File: src/inc/rstc_params.svh
`ifndef RSTC_PARAMS_SVH
`define RSTC_PARAMS_SVH
// Port latch reset value, all ones
`define RSTC_PORT_LATCH_RST   8'hFF
// Start address after any reset
`define RSTC_RESET_VECTOR     16'h0000
// External memory byte that may be clobbered
`define RSTC_XRAM_CLOBBER_ADR 16'h0000
`define RSTC_XRAM_CLOBBER_VAL 8'h00
// Stack pointer reset value
`define RSTC_SP_RST           8'h07
// Watchdog prescale ratio
`define RSTC_WDT_DIV          4'hC
// Clock select code of the internal oscillator
`define RSTC_CLKSEL_INT       2'h0
// Reset cause register bit of the power-on flag
`define RSTC_POR_FLAG_BIT     1
`endif

File: src/inc/rstc_pkg.sv
package rstc_pkg;
  // Controller states, one-hot
  typedef enum logic [2:0] {
    RSTC_RUN   = 3'h1,
    RSTC_HOLD  = 3'h2,
    RSTC_CLEAN = 3'h4
  } rstc_state_e;
  // Kind of reset being served
  typedef enum logic [1:0] {
    RSTC_KIND_NONE = 2'h0,
    RSTC_KIND_POR  = 2'h1,
    RSTC_KIND_VMON = 2'h2,
    RSTC_KIND_OTHR = 2'h3
  } rstc_kind_e;
endpackage

File: src/verilog/rstc_reset_state_controller.sv
`include "rstc_params.svh"

module rstc_reset_state_controller #(
  parameter int PW = 8 // Port width
) (
  input  wire logic          clk,           // System clock
  input  wire logic          rst,           // Synchronous reset
  input  wire logic          porReq,        // Power-on detector level, async
  input  wire logic          vmonReq,       // Supply monitor trip level, async
  input  wire logic          pinReqN,       // Reset pin input, active low, async
  input  wire logic          otherReq,      // Other sources (software, watchdog)
  input  wire logic          monDisSet,     // Firmware pulse: disable supply monitor
  output logic               coreHalt,      // Core stopped
  output logic               sfrInit,       // Load register reset values
  output logic               irqDisable,    // Interrupts masked
  output logic               timerDisable,  // Timers stopped
  output logic               ramWriteBlock, // Data RAM writes blocked
  output logic [7:0]         stackPtrInit,  // Stack pointer reload value
  output logic               stackPtrLoad,  // Stack pointer load strobe
  output logic [PW-1:0]      portLatch,     // Port latch force value
  output logic               portForce,     // Port forced to reset state
  output logic               portOpenDrain, // Port open-drain mode
  output logic               weakPullupEn,  // Port weak pull-ups
  output logic               rstPinOut,     // Reset pin drive value
  output logic               rstPinOeN,     // Reset pin enable, low drives
  output logic               rstPinPullEn,  // Reset pin weak pull-up
  output logic [15:0]        pcInit,        // Program counter on exit
  output logic               pcLoad,        // PC load pulse at release
  output logic [1:0]         clkSel,        // System clock source
  output logic               wdtEnable,     // Watchdog enable
  output logic [3:0]         wdtDiv,        // Watchdog prescale
  output logic               xramZeroWr,    // Optional write of external byte zero
  output logic [15:0]        xramZeroAdr,   // Its address
  output logic [7:0]         xramZeroDat,   // Its data
  output logic               powerOnResetFlag,   // Power-on cause flag
  output logic               supplyMonitorDisable // Monitor disabled state
);

  ////////////////////////////////////////////////////////////////////////////
  // State record
  typedef struct packed {
    rstc_pkg::rstc_state_e fsm;     // Controller state
    rstc_pkg::rstc_kind_e  kind;    // Reset kind served
    logic                  flag;    // Power-on flag
    logic                  supply_monitor_disable;  // Monitor disabled
    logic                  halt;    // Core halt
    logic                  pinOeN;  // Reset pin enable, low drives
    logic                  pinPull; // Reset pin pull-up
    logic                  pcLd;    // PC load pulse
    logic                  zeroWr;  // External byte zero write pulse
    logic                  wdtOn;   // Watchdog running
    logic                  fresh;   // First cycle after rst
    logic [1:0]            drvHist; // Own pin drive, last two cycles
  } rstc_ctrl_s;

  rstc_ctrl_s state_reg;  // Registered state
  rstc_ctrl_s state_next; // Next state

  logic [3:0] syncIn;  // Raw source levels
  logic [3:0] syncOut; // Synchronised levels
  logic       porS;    // Power-on level
  logic       vmonS;   // Monitor level
  logic       pinS;    // Pin level, active high
  logic       anyReq;  // Any source
  logic       pinEcho; // Pin low is our own drive

  // Pin is active low; invert before syncing so all levels read active high
  assign syncIn = {otherReq, ~pinReqN, vmonReq, porReq};

  ////////////////////////////////////////////////////////////////////////////
  // Two-flop crossing of the asynchronous levels
  rstc_sync #(
    .W (4)
  ) u_sync (
    .clk  (clk),
    .rst  (rst),
    .din  (syncIn),
    .dout (syncOut)
  );

  assign porS    = syncOut[0];
  assign vmonS   = syncOut[1];
  // Our own low drive echoes back through the pin and both sync flops;
  // the pin is ignored until that echo drains, or a monitor reset never ends.
  // Limitation: a button press inside that window is not seen by itself.
  assign pinEcho = !state_reg.pinOeN || (|state_reg.drvHist);
  assign pinS    = syncOut[2] && !pinEcho;
  assign anyReq  = porS || vmonS || pinS || syncOut[3];

  // Classify a request; power-on wins over monitor over others
  function automatic rstc_pkg::rstc_kind_e classify(input logic p, input logic v, input logic md);
    if (p || md) begin
      return rstc_pkg::RSTC_KIND_POR;
    end else if (v) begin
      return rstc_pkg::RSTC_KIND_VMON;
    end else begin
      return rstc_pkg::RSTC_KIND_OTHR;
    end
  endfunction

  ////////////////////////////////////////////////////////////////////////////
  // Next-state logic
  always_comb begin
    state_next        = state_reg;
    state_next.pcLd   = 1'b0;
    state_next.zeroWr = 1'b0;
    state_next.fresh  = 1'b0;
    // Delay line of our own drive, as deep as the synchroniser
    state_next.drvHist = {state_reg.drvHist[0], !state_reg.pinOeN};
    // Firmware may turn the monitor off while running
    if (monDisSet && state_reg.fsm == rstc_pkg::RSTC_RUN) begin
      state_next.supply_monitor_disable = 1'b1;
    end
    case (state_reg.fsm)
      rstc_pkg::RSTC_RUN: begin
        if (anyReq || state_reg.fresh) begin
          // Entry: halt core, stop watchdog until exit
          state_next.fsm   = rstc_pkg::RSTC_HOLD;
          state_next.halt  = 1'b1;
          state_next.wdtOn = 1'b0;
          state_next.kind  = state_reg.fresh ? rstc_pkg::RSTC_KIND_POR
                             : classify(porS, vmonS, state_reg.supply_monitor_disable);
        end
      end
      rstc_pkg::RSTC_HOLD: begin
        // Upgrade kind if a stronger source appears mid-reset
        if (porS || state_reg.supply_monitor_disable) begin
          state_next.kind = rstc_pkg::RSTC_KIND_POR;
        end else if (vmonS && state_reg.kind == rstc_pkg::RSTC_KIND_OTHR) begin
          state_next.kind = rstc_pkg::RSTC_KIND_VMON;
        end
        if (!anyReq) begin
          state_next.fsm = rstc_pkg::RSTC_CLEAN;
        end
      end
      rstc_pkg::RSTC_CLEAN: begin
        if (anyReq) begin
          // A source came back on the way out; treat it as one longer reset
          state_next.fsm = rstc_pkg::RSTC_HOLD;
        end else begin
          // Exit: flag, monitor, PC, watchdog; byte zero may be cleared
          state_next.fsm     = rstc_pkg::RSTC_RUN;
          state_next.halt    = 1'b0;
          state_next.pinOeN  = 1'b1;
          state_next.pinPull = 1'b1;
          state_next.pcLd    = 1'b1;
          state_next.wdtOn   = 1'b1;
          state_next.zeroWr  = 1'b1;
          state_next.flag    = (state_reg.kind != rstc_pkg::RSTC_KIND_OTHR);
          if (state_reg.kind == rstc_pkg::RSTC_KIND_POR) begin
            state_next.supply_monitor_disable = 1'b0;
          end
          state_next.kind    = rstc_pkg::RSTC_KIND_NONE;
        end
      end
      default: begin
        state_next.fsm  = rstc_pkg::RSTC_HOLD;
        state_next.halt = 1'b1;
      end
    endcase
    // Reset pin follows the kind from the first held cycle, not one late:
    // undriven and no pull for power-on, low for monitor
    if (state_next.fsm == rstc_pkg::RSTC_HOLD) begin
      state_next.pinOeN  = (state_next.kind != rstc_pkg::RSTC_KIND_VMON);
      state_next.pinPull = (state_next.kind == rstc_pkg::RSTC_KIND_OTHR);
    end
  end

  ////////////////////////////////////////////////////////////////////////////
  // State register; rst counts as a power-on reset
  always_ff @(posedge clk) begin
    if (rst) begin
      state_reg.fsm     <= rstc_pkg::RSTC_RUN;
      state_reg.kind    <= rstc_pkg::RSTC_KIND_POR;
      state_reg.flag    <= 1'b0;
      state_reg.supply_monitor_disable  <= 1'b0;
      state_reg.halt    <= 1'b1;
      state_reg.pinOeN  <= 1'b1;
      state_reg.pinPull <= 1'b0;
      state_reg.pcLd    <= 1'b0;
      state_reg.zeroWr  <= 1'b0;
      state_reg.wdtOn   <= 1'b0;
      state_reg.fresh   <= 1'b1;
      state_reg.drvHist <= 2'h0;
    end else begin
      state_reg <= state_next;
    end
  end

  ////////////////////////////////////////////////////////////////////////////
  // Outputs, all straight from state flops or constants
  assign coreHalt      = state_reg.halt;
  assign sfrInit       = state_reg.halt;
  assign irqDisable    = state_reg.halt;
  assign timerDisable  = state_reg.halt;
  // RAM holds data; only the stray strobe path is fenced while halted
  assign ramWriteBlock = state_reg.halt;
  assign stackPtrInit  = `RSTC_SP_RST;
  assign stackPtrLoad  = state_reg.halt;
  assign portLatch     = {PW{1'b1}};
  assign portForce     = state_reg.halt;
  assign portOpenDrain = state_reg.halt;
  // Pull-ups stay on in and out of reset; firmware owns them later
  assign weakPullupEn  = 1'b1;
  assign rstPinOut     = 1'b0;
  assign rstPinOeN     = state_reg.pinOeN;
  assign rstPinPullEn  = state_reg.pinPull;
  assign pcInit        = `RSTC_RESET_VECTOR;
  assign pcLoad        = state_reg.pcLd;
  assign clkSel        = `RSTC_CLKSEL_INT;
  assign wdtEnable     = state_reg.wdtOn;
  assign wdtDiv        = `RSTC_WDT_DIV;
  assign xramZeroWr    = state_reg.zeroWr;
  assign xramZeroAdr   = `RSTC_XRAM_CLOBBER_ADR;
  assign xramZeroDat   = `RSTC_XRAM_CLOBBER_VAL;
  assign powerOnResetFlag     = state_reg.flag;
  assign supplyMonitorDisable = state_reg.supply_monitor_disable;

  ////////////////////////////////////////////////////////////////////////////
  // Checks

  // A synced request always leaves the core stopped next cycle
  AST_HALT_WHILE_REQ: assert property (@(posedge clk) disable iff (rst)
    anyReq |=> coreHalt)
    else $error("core runs during reset");

  // No release while a source is still asserted
  AST_HOLD_TILL_FREE: assert property (@(posedge clk) disable iff (rst)
    (state_reg.fsm == rstc_pkg::RSTC_HOLD && anyReq) |=> state_reg.fsm == rstc_pkg::RSTC_HOLD)
    else $error("released while a source holds");

  // Two quiet cycles out of hold bring the core back
  AST_RELEASE_BOUND: assert property (@(posedge clk) disable iff (rst)
    (state_reg.fsm == rstc_pkg::RSTC_HOLD && !anyReq) ##1 !anyReq |-> ##1 !coreHalt)
    else $error("release late");

  // A source seen in the exit cycle sends the controller back to hold
  AST_CLEAN_REENTER: assert property (@(posedge clk) disable iff (rst)
    (state_reg.fsm == rstc_pkg::RSTC_CLEAN && anyReq) |=> coreHalt && state_reg.fsm == rstc_pkg::RSTC_HOLD)
    else $error("released past a new source");

  // Monitor reset keeps the pin pulled low
  AST_VMON_PIN_LOW: assert property (@(posedge clk) disable iff (rst)
    (state_reg.fsm == rstc_pkg::RSTC_HOLD && state_reg.kind == rstc_pkg::RSTC_KIND_VMON
     && $past(state_reg.fsm) == rstc_pkg::RSTC_HOLD && !state_reg.supply_monitor_disable && !porS)
    |=> !rstPinOeN)
    else $error("pin not driven");

  // Power-on reset leaves the pin floating with no pull
  AST_POR_PIN_FREE: assert property (@(posedge clk) disable iff (rst)
    (state_reg.kind == rstc_pkg::RSTC_KIND_POR) |=> (rstPinOeN && !rstPinPullEn) || !coreHalt)
    else $error("pin busy in power-on");

  // Power-on exit sets the flag and turns the monitor back on
  AST_FLAG_SET: assert property (@(posedge clk) disable iff (rst)
    (state_reg.fsm == rstc_pkg::RSTC_CLEAN && state_reg.kind == rstc_pkg::RSTC_KIND_POR && !anyReq)
    |=> powerOnResetFlag && !supplyMonitorDisable)
    else $error("power-on exit wrong");

  // A reset served as other-class (pin, software, watchdog) clears the flag on exit
  AST_FLAG_CLR: assert property (@(posedge clk) disable iff (rst)
    (state_reg.fsm == rstc_pkg::RSTC_CLEAN && state_reg.kind == rstc_pkg::RSTC_KIND_OTHR && !anyReq)
    |=> !powerOnResetFlag)
    else $error("flag not cleared");

  // Release comes with PC load, watchdog on and the byte-zero write
  AST_EXIT_PULSE: assert property (@(posedge clk) disable iff (rst)
    $fell(coreHalt) |-> pcLoad && wdtEnable && xramZeroWr)
    else $error("exit actions missing");

  // With the monitor off every source is served as power-on
  AST_SUPPLY_MONITOR_DISABLE_ESC: assert property (@(posedge clk) disable iff (rst)
    (supplyMonitorDisable && state_reg.fsm == rstc_pkg::RSTC_RUN && anyReq)
    |=> state_reg.kind == rstc_pkg::RSTC_KIND_POR)
    else $error("no escalation");

  // Firmware cannot turn the monitor off while the core is held
  AST_SUPPLY_MONITOR_DISABLE_REFUSED: assert property (@(posedge clk) disable iff (rst)
    (monDisSet && state_reg.fsm == rstc_pkg::RSTC_HOLD && !supplyMonitorDisable)
    |=> !supplyMonitorDisable)
    else $error("monitor disabled during reset");

  // Watchdog stays off through the shortest possible reset
  AST_WDT_OFF_HALT: assert property (@(posedge clk) disable iff (rst)
    $rose(coreHalt) |-> !wdtEnable [*2])
    else $error("watchdog on in reset");

  COV_POR:  cover property (@(posedge clk) disable iff (rst)
    state_reg.fsm == rstc_pkg::RSTC_CLEAN && state_reg.kind == rstc_pkg::RSTC_KIND_POR);
  COV_VMON: cover property (@(posedge clk) disable iff (rst)
    state_reg.fsm == rstc_pkg::RSTC_CLEAN && state_reg.kind == rstc_pkg::RSTC_KIND_VMON);
  COV_OTHR: cover property (@(posedge clk) disable iff (rst)
    state_reg.fsm == rstc_pkg::RSTC_CLEAN && state_reg.kind == rstc_pkg::RSTC_KIND_OTHR);
  COV_ESC:  cover property (@(posedge clk) disable iff (rst) supplyMonitorDisable && anyReq);
  COV_REENTER: cover property (@(posedge clk) disable iff (rst)
    state_reg.fsm == rstc_pkg::RSTC_CLEAN && anyReq);
endmodule

File: src/verilog/rstc_sync.sv
// Two-flop synchroniser for asynchronous reset-source levels
module rstc_sync #(
  parameter int W = 4 // Number of levels
) (
  input  wire logic         clk,  // System clock
  input  wire logic         rst,  // Synchronous reset
  input  wire logic [W-1:0] din,  // Raw levels
  output logic      [W-1:0] dout  // Synchronised levels
);
  typedef struct packed {
    logic [W-1:0] stage1; // First flop, read only by second
    logic [W-1:0] stage2; // Second flop
  } rstc_sync_s;
  rstc_sync_s state_reg;
  rstc_sync_s state_next;

  ////////////////////////////////////////////////////////////////////////////
  // Next state: plain shift
  always_comb begin
    state_next        = state_reg;
    state_next.stage1 = din;
    state_next.stage2 = state_reg.stage1;
  end

  // Register; reset clears both stages
  always_ff @(posedge clk) begin
    if (rst) begin
      state_reg <= '0;
    end else begin
      state_reg <= state_next;
    end
  end

  assign dout = state_reg.stage2;
endmodule
File: config.mk
export PLATFORM = sky130hd
export DESIGN_NAME = rstc_reset_state_controller
export DESIGN_NICKNAME = d
export VERILOG_FILES = /design/src/inc/rstc_pkg.sv /design/src/verilog/rstc_reset_state_controller.sv /design/src/verilog/rstc_sync.sv
export VERILOG_INCLUDE_DIRS = /design/src /design/src/inc
export SDC_FILE = /design/constraint.sdc
export NUM_CORES = 1
export LEC_CHECK = 0
export BUFFER_PORTS_ARGS = -buffer_cell sky130_fd_sc_hd__buf_2
export CAP_MARGIN = 20
export CELL_PAD_IN_SITES_DETAIL_PLACEMENT = 1
export CELL_PAD_IN_SITES_GLOBAL_PLACEMENT = 2
export CORE_ASPECT_RATIO = 0.75
export CORE_UTILIZATION = 21
export CTS_CLUSTER_DIAMETER = 100
export DETAILED_ROUTE_END_ITERATION = 8
export PLACE_DENSITY = 0.82
export SYNTH_ARGS = -nofsm -noshare
export SYNTH_HDL_FRONTEND = slang
export SYNTH_SLANG_ARGS = --single-unit
File: constraint.sdc
create_clock -name clk -period 1.5 [get_ports clk]
set_input_delay 0.225 -clock clk [delete_from_list [all_inputs] [get_ports clk]]
set_output_delay 0.225 -clock clk [all_outputs]
set_load 0.02 [all_outputs]
==> results.md <==
- Fin Hold WS: 101 ps
- Antenna violations before repair: 0
- Maximum root-to-sink buffer count: 2
- Top library cells by usage in the layout, fill and taps aside: 64 x conb_1, 21 x dfxtp_1, 21 x buf_2
- Clock slew seen by the registers of the worst setup and hold paths: 80 ps
- Top flip-flop cell by instance count after synthesis: dfxtp_1
- Final GP Congestion: 0.799
- Number of register bits inferred by synthesis: 23
- First-pass GRT wire length: 4.37 mm
- Total of buffers placed on input and output ports: 21
- Period minus WS final: 1560 ps
- Number of flops mapped to enable cells by yosys: 0
- Largest register FFs: 7
- Most common library cell in the layout ignoring fill and taps: conb_1
- Sinks on the clock net: 23
- Count of antenna-violating nets left after detailed routing: 0
- Post-layout net count: 205
- Data required time at the worst endpoint: 1660 ps
- Upper clock frequency limit: 0.642 GHz
- CTS tree: done
- Vertical die dimension: 75.1 µm
- Peak supply drop: 0.268 mV
- Run status: finished with violations
- Final setup violating endpoints: 3
- Placed wire-length estimate: 2.24 mm
- Type of element capturing the critical path: flip-flop
- Num CTS Buffers: 3
- Count of endpoints failing hold in the final timing report: 0
- Grt ovf: 0
- Biggest area consumer among synthesized cells: buf_4
- DRC violation total after the first TritonRoute iteration: 49
- Cell area after synthesis: 1500 µm²
- Leakage power summed over all cells: 0.732 nW
- Violations in the final reports: negative setup slack
- Number of maximum-capacitance constraint violations: 0
- Total inserted antenna cells: 0
- Total routed wirelength: 2.85 mm
- Fraction of final layout cells with drive strength greater than 1: 28.9%
- Data arrival time of the critical path: 1720 ps
- Post-Route Setup TNS: -163 ps
- Insertion delay of the later-clocked pin in the worst-skew pair: 270 ps
- Number of distinct library cells after synthesis: 41
- DRC errors left: 0
- Initial cell density of the core: 21.8%
- Via total after detailed routing: 966
- Synthesis-to-layout area growth: 7.18%
- Leading post-synthesis cells by cell area: buf_4 37%, dfxtp_1 31%, nor2b_1 4.2%, nor2_1 3.0%, a21oi_1 2.0%
- Drt first pass iters: 4
- Die width: 99.5 µm
- Number of cell rows: 26
- Avg Synthesized Cell Area: 8.76 µm²
- IO Count: 86
- Avg Vias per Cell: 3.27
- Number of instances in the synthesized netlist: 171
- Fraction of post-synthesis cell area in the top cell type by area: 36.6%
- Mean routed wirelength per cell: 9.67 µm
- Largest net degree at the start of global routing: 23
- Max-slew violations: 0
- Worst Setup Slack, final: -57.5 ps
- Via count of the first global-routing pass: 879
- Largest driver fanout on the critical path: 6
- Unrepaired setup endpoints after global routing: yes
- Portion of the clock cycle consumed by the worst path in the final layout: 104%
- Hold Buf Count CTS: 0
- Combined global-route utilization of all metal layers: 7.67%
- H-tree depth: 1
- Warning count from the yosys run: 0
- Critical Path Start Type: flip-flop
- Sequential element share of the synthesized area: 30.7%
- Die area: 7480 µm²
- Power density normalized to cell area: 878 nW/µm²
- Fraction of registers with async set/reset: 0%
- CP Class: flip-flop to flip-flop
- Worst clock skew: 2.90 ps
- Worst min-delay path class: input port to flip-flop
- CTS root buf: clkbuf_8
- Core area: 6860 µm²
==> critical path, stage by stage (launching register included) <==
cell and delay [ps]:
dfxtp_4 380, or3b_4 390, a31o_4 240, o211ai_2 90
nand4_2 120, or2_1 230
==> logic make-up after synthesis <==
group                  count (synthesis)  synth area share, %
other                                  2                0.501
AO/OA/AOI/OAI                         22                 11.3
AND/OR/NAND/NOR                       44                 18.2
buffers and inverters                 79                 38.7
XOR/XNOR                               1                0.585
flip-flops                            23                 30.7
==> cell usage after synthesis (2+ instances only) <==
cell,n
buf_4,73
dfxtp_1,23
nor2_1,12
nor2b_1,10
a21oi_1,6
nand2_1,3
o21ai_0,3
and2_1,2
clkbuf_1,2
conb_1,2
inv_1,2
nor3_1,2
nor4_1,2
o21bai_1,2
==> final cells by class <==
type,count,area (µm²)
clock inverter,1,5.00
multi-input combinational,131,738
inverter,2,7.51
fill,832,5260
sequential,23,465
tap,98,123
clock buffer,3,41.3
timing repair buffer,37,225
==> layer usage <==
| metal | share of wire, % | track usage, % | up-vias |
|---|---|---|---|
| li1 | - | - | 476 |
| met1 | 44 | 9.50 | 452 |
| met2 | 50 | 12.9 | 33 |
| met3 | 3.8 | 1.58 | 5 |
| met4 | 2.3 | 3.92 | 0 |
| met5 | 0 | 0 | - |
==> report_power, final <==
part	internal [mW]	total (mW)	switching, mW
clock	0.186	0.386	0.200
combinational	0.106	0.364	0.258
sequential	0.637	0.659	0.0225
==> stage by stage <==
step	area (µm²)	setup WS (ps)	power, mW	util, %	instances
3_5_place_dp	1490	-78.9	1.02	21.8	289
4_1_cts	1570	-56.0	1.42	22.8	294
6_report	1610	-57.5	1.41	23.4	295
2_1_floorplan	1740	-24.5	1.07	-	233
5_1_grt	1610	-98.1	1.49	23.4	295
3_3_place_gp	1490	-56.2	1.01	21.8	289
==> worst paths after layout <==
check | startpoint | to | slack, ps | cells after the start
max | state_reg[14] | state_reg[11] | -60 | 5
min | pinReqN | u_sync.state_next[2] | 100 | 2
max reg2reg | state_reg[14] | state_reg[11] | -60 | 5
min reg2reg | u_sync.state_next[2] | u_sync.dout[2] | 440 | 1
==> timing repair <==
action,in CTS,in global routing
hold endpoints to repair,0,0
buffers inserted,1,1
endpoints found under the setup margin,3,6
pin swaps,1,4
gates resized for setup,5,5
No activity file was read; power rests on OpenSTA's default activity.
